===== config.mk =====
export PLATFORM = sky130hd
export DESIGN_NAME = suspend_power_state_control
export DESIGN_NICKNAME = d
export VERILOG_FILES = /design/src/core/susp_pkg.sv /design/src/core/sync2.sv /design/src/core/suspend_power_state_control.sv
export SDC_FILE = /design/constraint.sdc
export NUM_CORES = 1
export LEC_CHECK = 0
export BUFFER_PORTS_ARGS = -buffer_cell sky130_fd_sc_hd__buf_2
export CORE_MARGIN = 8
export CORE_UTILIZATION = 48
export CTS_CLUSTER_DIAMETER = 40
export DETAILED_ROUTE_END_ITERATION = 6
export PLACE_DENSITY = 0.86
export SYNTH_ARGS = -nofsm -noshare
export SYNTH_HDL_FRONTEND = slang
export SYNTH_HIERARCHICAL = 1
export SYNTH_SLANG_ARGS = --single-unit

===== constraint.sdc =====
create_clock -name clk_sys -period 1.15 [get_ports clk_sys]
set_input_delay 0.23 -clock clk_sys [delete_from_list [all_inputs] [get_ports clk_sys]]
set_output_delay 0.23 -clock clk_sys [all_outputs]
set_load 0.01 [all_outputs]

===== src/core/susp_pkg.sv =====
package susp_pkg;
  // Power modes requested by the partner
  typedef enum logic [2:0] {
    PM_RUN      = 3'h0,
    PM_PLANESON = 3'h1,
    PM_PLANESOFF = 3'h3,
    PM_OFF      = 3'h2
  } pmState_t;

  // Request codes from the partner
  localparam logic [1:0] REQ_POS = 2'h0;
  localparam logic [1:0] REQ_STR = 2'h1;
  localparam logic [1:0] REQ_STD = 2'h2;
  localparam logic [1:0] REQ_SOFT_OFF = 2'h3;

  // Exit latency targets, kept for reference by software timers
  localparam int DSC_EXIT_MS = 10;
  localparam int STR_EXIT_MS = 1000;
  localparam int STD_EXIT_MS = 30000;

  localparam int CLK_SYS_MHZ = 40;
  // Refresh interval in suspend clock edges
  localparam int REFRESH_DIV = 4;
  localparam logic [7:0] DRAM_CFG_RST = 8'h00;
  localparam logic [7:0] STATE_RST = 8'h00;
endpackage


===== src/core/sync2.sv =====
module sync2 #(
  parameter int W = 2
) (
  // Clock and reset
  input  wire logic         clk_sys,
  input  wire logic         rstn,
  // Data
  input  wire logic [W-1:0] din,
  output logic      [W-1:0] dout
);
  logic [W-1:0] meta_q;

  always_ff @(posedge clk_sys or negedge rstn) begin
    if (!rstn) begin
      meta_q <= '0;
      dout   <= '0;
    end else begin
      meta_q <= din;
      dout   <= meta_q;
    end
  end
endmodule


===== src/core/suspend_power_state_control.sv =====
module suspend_power_state_control (
  // Clock and resume-well reset
  input  wire logic       clk_sys,
  input  wire logic       rstn,
  // PCI bus reset, core well only, synchronous level
  input  wire logic       pciResetN,
  // Activity indications
  input  wire logic       hostBusIdle,
  input  wire logic       pciBusIdle,
  input  wire logic       internalIdle,
  input  wire logic       testMode,
  input  wire logic       accessReq,
  // Partner link
  input  wire logic       suspend_clock,
  input  wire logic       suspend_status_n,
  input  wire logic [1:0] suspendReq,
  input  wire logic       cpu_stop_clock,
  // DRAM configuration load
  input  wire logic       cfgWrite,
  input  wire logic [7:0] cfgData,
  // Status and controls
  output logic            standby_q,
  output logic            accessGo_q,
  output logic            arbiterEn_q,
  output logic            suspRefresh_q,
  output logic            refreshStrobe_q,
  output logic            cpuIfEn_q,
  output logic            pciIfEn_q,
  output logic            planesOn_q,
  output logic            chipOff_q,
  output logic            coreResetN_q,
  output logic            resumeReset_q,
  output logic [7:0]      dramCfg_q,
  output logic [2:0]      pmState_q
);
  // ---------------------------------------------------------------
  // Input synchronisation
  // ---------------------------------------------------------------
  logic [4:0] linkSync;
  logic       clkS;
  logic       statS;
  logic       stopS;
  logic [1:0] reqS;
  logic       statPrev_q;
  logic       clkPrev_q;
  logic       statRise;
  logic       susClkRise;
  susp_pkg::pmState_t st_q;
  logic       inSuspend_q;
  logic [2:0] refDiv_q;

  sync2 #(.W(5)) u_sync (
    .clk_sys (clk_sys),
    .rstn    (rstn),
    // Status enters inverted so the flop reset matches its idle level
    .din     ({cpu_stop_clock, suspendReq, suspend_clock,
               !suspend_status_n}),
    .dout    (linkSync)
  );
  assign stopS = linkSync[4];
  assign reqS  = linkSync[3:2];
  assign clkS  = linkSync[1];
  assign statS = !linkSync[0];

  always_ff @(posedge clk_sys or negedge rstn) begin
    if (!rstn) begin
      // Idle high, so no false release edge follows reset
      statPrev_q <= 1'b1;
      clkPrev_q  <= 1'b0;
    end else begin
      statPrev_q <= statS;
      clkPrev_q  <= clkS;
    end
  end
  // Single-cycle pulse: clock level is judged on this edge only
  assign statRise   = statS && !statPrev_q;
  assign susClkRise = clkS && !clkPrev_q;

  // ---------------------------------------------------------------
  // Power sequencing, resume well
  // ---------------------------------------------------------------
  always_ff @(posedge clk_sys or negedge rstn) begin
    if (!rstn) begin
      st_q        <= susp_pkg::PM_RUN;
      inSuspend_q <= 1'b0;
    end else begin
      case (st_q)
        susp_pkg::PM_RUN: begin
          if (!statS) begin
            inSuspend_q <= 1'b1;
            case (reqS)
              susp_pkg::REQ_POS: st_q <= susp_pkg::PM_PLANESON;
              susp_pkg::REQ_STR: st_q <= susp_pkg::PM_PLANESOFF;
              default:           st_q <= susp_pkg::PM_OFF;
            endcase
          end
        end
        susp_pkg::PM_PLANESON,
        susp_pkg::PM_PLANESOFF,
        susp_pkg::PM_OFF: begin
          if (statRise) begin
            st_q        <= susp_pkg::PM_RUN;
            inSuspend_q <= 1'b0;
          end
        end
        default: st_q <= susp_pkg::PM_RUN;
      endcase
    end
  end

  // Resume-well reset pulse and DRAM configuration
  always_ff @(posedge clk_sys or negedge rstn) begin
    if (!rstn) begin
      resumeReset_q <= 1'b0;
      dramCfg_q     <= susp_pkg::DRAM_CFG_RST;
    end else begin
      resumeReset_q <= statRise && !clkS;
      if (statRise && !clkS) begin
        dramCfg_q <= susp_pkg::DRAM_CFG_RST;
      end else if (cfgWrite && coreResetN_q) begin
        dramCfg_q <= cfgData;
      end
    end
  end

  // ---------------------------------------------------------------
  // Refresh
  // ---------------------------------------------------------------
  always_ff @(posedge clk_sys or negedge rstn) begin
    if (!rstn) begin
      suspRefresh_q   <= 1'b0;
      refDiv_q        <= 3'h0;
      refreshStrobe_q <= 1'b0;
    end else begin
      refreshStrobe_q <= 1'b0;
      // Normal refresh on any release, and as soon as stop clock ends outside PM_PLANESON and PM_PLANESOFF
      if (statRise) begin
        suspRefresh_q <= 1'b0;
      end else begin
        suspRefresh_q <= stopS ||
                         st_q == susp_pkg::PM_PLANESON ||
                         st_q == susp_pkg::PM_PLANESOFF;
      end
      // Suspend refresh is timed only from suspend clock edges
      if (suspRefresh_q && susClkRise) begin
        if (refDiv_q == 3'(susp_pkg::REFRESH_DIV - 1)) begin
          refDiv_q        <= 3'h0;
          refreshStrobe_q <= 1'b1;
        end else begin
          refDiv_q <= refDiv_q + 3'h1;
        end
      end
    end
  end

  // ---------------------------------------------------------------
  // Interface enables and planes
  // ---------------------------------------------------------------
  always_ff @(posedge clk_sys or negedge rstn) begin
    if (!rstn) begin
      cpuIfEn_q   <= 1'b1;
      pciIfEn_q   <= 1'b1;
      planesOn_q  <= 1'b1;
      chipOff_q   <= 1'b0;
      arbiterEn_q <= 1'b1;
      pmState_q   <= 3'h0;
    end else begin
      pmState_q   <= st_q;
      arbiterEn_q <= !stopS && st_q == susp_pkg::PM_RUN;
      cpuIfEn_q   <= st_q != susp_pkg::PM_PLANESOFF &&
                     st_q != susp_pkg::PM_OFF;
      pciIfEn_q   <= st_q != susp_pkg::PM_PLANESOFF &&
                     st_q != susp_pkg::PM_OFF;
      planesOn_q  <= st_q != susp_pkg::PM_OFF;
      chipOff_q   <= st_q == susp_pkg::PM_OFF;
    end
  end

  // ---------------------------------------------------------------
  // Core well: reset by PCI reset and on leaving RAM suspend
  // ---------------------------------------------------------------
  always_ff @(posedge clk_sys or negedge rstn) begin
    if (!rstn) begin
      coreResetN_q <= 1'b0;
    end else begin
      coreResetN_q <= pciResetN &&
                      !(statRise && st_q == susp_pkg::PM_PLANESOFF);
    end
  end

  // ---------------------------------------------------------------
  // Chip standby, no timer; wakes on the clock edge after a request
  // ---------------------------------------------------------------
  always_ff @(posedge clk_sys or negedge rstn) begin
    if (!rstn) begin
      standby_q  <= 1'b0;
      accessGo_q <= 1'b0;
    end else begin
      standby_q  <= hostBusIdle && pciBusIdle && internalIdle &&
                    !testMode && pciResetN && coreResetN_q &&
                    !accessReq;
      accessGo_q <= accessReq && coreResetN_q;
    end
  end
endmodule


Yosys cells after proc, flatten, opt, wreduce, memory -nomap -nowiden
Cells that the tools add are included.

word-level totals
  word-level logic and storage cells = 70
  flip-flop bits (word level) = 39

cells by class
  reductions and logical operators = 32
  equality and inequality tests = 9
  muxes and demuxes = 10
  $add $sub $neg = 1

operators by type and width
  operator                                        count
  logical AND 1 bit                               16
  two-way mux 8 bit                               2
  == test 3 x 2 -> 1 bit (second input constant)  3
  logical NOT 1 bit                               9
  two-way mux 3 bit                               3
  != test 3 x 2 -> 1 bit (second input constant)  2
  one-hot mux 3 bit (2 select lines)              1
  one-hot mux 2 bit (2 select lines)              1
  adder 3 x 1 -> 3 bit (second input constant)    1
  == test 3 x 1 -> 1 bit (second input constant)  1
  logical NOT 3 bit                               1
  two-way mux 1 bit                               3
  OR reduction 3 bit                              1
  == test 2 x 1 -> 1 bit (second input constant)  1
  logical NOT 2 bit                               1
  logical OR 1 bit                                2
  != test 2 x 1 -> 1 bit (second input constant)  1
  != test 2 bit (second input constant)           1
  AND reduction 2 bit                             1
  nonzero test 2 bit                              1

Longest topological paths before layout
  word-level depth = 6
  gate-level depth with buffers = 4
  mapped depth without buffers = 4

By module
Netlist, hierarchy kept.

by module, submodules not included
  module                       times used  area each (um^2)  seq. area each (um^2)  cells each
  suspend_power_state_control  1           1029.7            680.7                  88
  sync2                        1           250.2             250.2                  10

Worst setup path before layout
No wires, ideal clock.

  kind = reg2reg
  start point = reg coreResetN_q
  end point = reg standby_q
  slack = 232 ps
  buffers on the path = 0
  stages on the path, launching flop included = 3
  data arrival time = 797 ps
  cells stage by stage = dfrtp_1 and4bb_2 and4_1

between the ends
  word-level cells in the longest chain between the ends = 2

RTL lines
  element                         RTL line                            text
  start: declaration              suspend_power_state_control.sv:31   output logic coreResetN_q,
  start signal: assignment        suspend_power_state_control.sv:186  coreResetN_q <= pciResetN &&
  logical AND 1 bit (2 in a row)  suspend_power_state_control.sv:200  !testMode && pciResetN && coreResetN_q &&
  end signal: assignment          suspend_power_state_control.sv:199  standby_q <= hostBusIdle && pciBusIdle && internalIdle &&
  end: declaration                suspend_power_state_control.sv:22   output logic standby_q,

Every way passes these cells.
A chain may end at the register's enable or synchronous reset.

Final worst setup path
  start point = reg pciIfEn_q
  end point = out pciIfEn_q

RTL lines
  element                   RTL line                            text
  start: declaration        suspend_power_state_control.sv:28   output logic pciIfEn_q,
  start signal: assignment  suspend_power_state_control.sv:172  pciIfEn_q <= st_q != susp_pkg::PM_PLANESOFF &&

No word-level cell between the ends.

==> results.ini <==
[yosys]
synth_nets = 121
ys_warn_count = 6
synth.distinct_cells = 23
seq_area_frac_synth_pct = 72.7
synth_seq_cells = 37
synthCells = 98
synth_area_sq_um = 1280
postSynthAreaPerCell_sq_um = 13.1

[floorplanning]
rows = 18
die_h_microns = 67.6
coreArea_sq_um = 2500
die_area_sq_um = 4580
io_pins = 44
initial_core_util_pct = 51.2
die-width_microns = 67.6

[clock_network]
clk_latency_ns = 0.33
ctsLongestPathBuffers = 2
cts_htree_levels = 2
clockRootBuffer = clkbuf_4
cts_num_sinks = 37
clkTransAtPathRegs_ns = 0.10
numCtsBuffers = 5
cts_tree = yes

[setup_path]
r2r-end = dramCfg_q[6]$_DFFE_PN0P_
end_kind = output port
cpPeakStageDelay_ns = 0.54
crit_type = reg -> out
reg2reg_slack_ns = 0.09
cp_max_fo = 2
critPathTopFamily = flip-flops
slowest_stage = dfstp_2
crit_path_cell_trace = buf_2
cp_data_arrival_time_ns = 0.99
critPathRequiredTime_ns = 0.92
cp-start-kind = register
crit_buf_inv = 1
rr_worst_depth = 2
r2r_start = u_sync/dout[1]$_DFF_PN0_

[routing]
dr.pass1.iters = 4
drt_iter0_drc = 74
wl_per_cell_microns = 15.1
vias = 927
drc = 0
finalWirelength_microns = 2800
via_per_inst = 5.01
ant_nets = 0

[global_route]
grt_pass1_wl_microns = 4090
grtUsageTotal_pct = 12.4
grt_pass1_vias = 933
gr-total-overflow = 0
antenna_found_initial = 0
grt_max_degree = 23

[min_path]
hold_end = u_sync/meta_q[0]$_DFF_PN0_
hold_depth = 2
min_path_type = in -> reg
hp-start = suspend_status_n

[power]
power.density_nw_per_um2 = 1620
p_int_uw = 1990
p_sw_uw = 740
p_leak_uw = 0.000865
ir_drop_v = 0.00117
p_sw_share_pct = 27.1
clkPwrFrac_pct = 25.3
comb_power_share_pct = 17.9
p_seq_share_pct = 56.9

[placement]
post-place-ws_ns = 0.113
dp_hpwl_microns = 2090
portBuffers = 42
place.gp.congestion = 0.735

[sta]
rsz0062_at_grt = true
skew_ns = 0.00159
fin_ws_ns = -0.0722
finalSetupViolCount = 4
maxSlewViolCount = 0
final_hold_viol_count = 0
fin_crit_sh_pct = 106
post-route-min-period_ns = 1.22
max_freq_mhz = 818

[status]
violations = setup timing
status = finished with violations

[layout]
syn2layout_area_growth_pct = 31.5
n_antenna_cell = 0
multi_input_area_sq_um = 293
drive_gt1_share_pct = 40.6
fin_nets = 177
register_area_sq_um = 931
fillers = 185
final_util_pct = 67.3

[job]
drv_cap = 0

-- logic make-up (layout without fill, tap and decap cells) --
group	after synthesis	count (layout)	synth area share, %
compound gates	15	15	7.23
simple gates	33	33	14.4
other cells	1	1	0.293
buf+inv	11	68	4.40
fa+ha+maj	1	1	0.977
flops	37	37	72.7
-- power by group through the flow --
stage / clock network [uW] / registers [uW] / logic (uW)
final: 691 / 1560 / 488
after detailed placement: 0 / 1580 / 441
after CTS: 707 / 1560 / 466
after floorplan: 0 / 1610 / 197
after global placement: 0 / 1570 / 409
after global routing: 782 / 1570 / 541
-- per-stage QoR --
step | power, uW | instance area, sq um | hold slack [ns] | std cells | setup TNS (ns)
after floorplan | 1800 | 1280 | -0.0656 | 98 | 0
after global placement | 1980 | 1530 | 0.158 | 168 | 0
after detailed placement | 2020 | 1530 | 0.164 | 168 | 0
after CTS | 2730 | 1650 | 0.00774 | 181 | -0.270
after global routing | 2900 | 1680 | 0.000412 | 185 | -0.459
final | 2730 | 1680 | 0.0196 | 185 | -0.234
-- state kept, by name (all words and copies together), names as in the netlist, 2 cells and up --
signal / count
dramCfg_q: 8
pmState_q: 2
refDiv_q: 3
st_q: 2
u_sync/dout: 5
u_sync/meta_q: 5
-- worst max path at each step --
stage / start / end / cells after the start
2_1_floorplan: coreResetN_q$_DFF_PN0_ / standby_q$_DFF_PN0_ / 2
3_3_place_gp: u_sync/dout[1]$_DFF_PN0_ / dramCfg_q[2]$_DFFE_PN0P_ / 2
3_5_place_dp: u_sync/dout[1]$_DFF_PN0_ / dramCfg_q[6]$_DFFE_PN0P_ / 2
4_1_cts: pciIfEn_q$_DFF_PN1_ / pciIfEn_q / 1
5_1_grt: pciIfEn_q$_DFF_PN1_ / pciIfEn_q / 1
6_report: pciIfEn_q$_DFF_PN1_ / pciIfEn_q / 1
-- metal layers --
metal  vias up  part of all wire, %  GRT usage [%]
met1       440                   33           12.0
met2        48                   54           19.3
met4         0                  3.2           9.40
met3        10                   10           7.28
li1        429                    -              -
met5         -                    0              0
-- timing repair --
item,in CTS,in global routing
setup endpoints to repair,4,10
hold endpoints to repair,18,0
setup buffers,0,4
pin swaps,0,0
gates resized for setup,2,1
hold buffers,5,0
-- cell type report --
cell class,count,area share [%]
tap,30,2.23
timing repair buffer,53,20.0
multi-input combinational,50,17.4
inverter,7,1.56
sequential,37,55.3
clock buffer,8,3.49
-- Yosys cell counts --
cell / n / area share, %
and4_1: 1 / 0.68
dfrtp_1: 33 / 65
nand3_1: 8 / 3.1
conb_1: 1 / 0.29
a21oi_1: 9 / 3.5
o21ai_0: 2 / 0.78
o211ai_1: 1 / 0.59
nor2_1: 5 / 1.5
nand2b_1: 2 / 0.98
nand2_1: 11 / 3.2
buf_4: 4 / 2.3
ha_1: 1 / 0.98
nand3b_2: 1 / 0.88
nor3_1: 1 / 0.39
and4bb_2: 1 / 0.98
nand2_4: 1 / 0.88
nor3_4: 1 / 1.3
a31oi_1: 1 / 0.49
o21a_1: 1 / 0.59
and2_1: 1 / 0.49
inv_1: 7 / 2.1
dfstp_2: 4 / 8.2
o32ai_2: 1 / 1.3
-- layout by cell type, fill, tap and decap left out, drive strengths merged --
cell type / instances
buf: 48
dfrtp: 33
nand2: 12
a21oi: 9
nand3: 8
clkbuf: 8
inv: 7
nor2: 5
dlygate4sd3: 5
dfstp: 4
nand2b: 2
o21ai: 2
nor3: 2
a31oi: 1
and4bb: 1
and4: 1
and2: 1
nand3b: 1
o211ai: 1
o32ai: 1
o21a: 1
ha: 1
conb: 1
(Power assumes the default switching activity.)
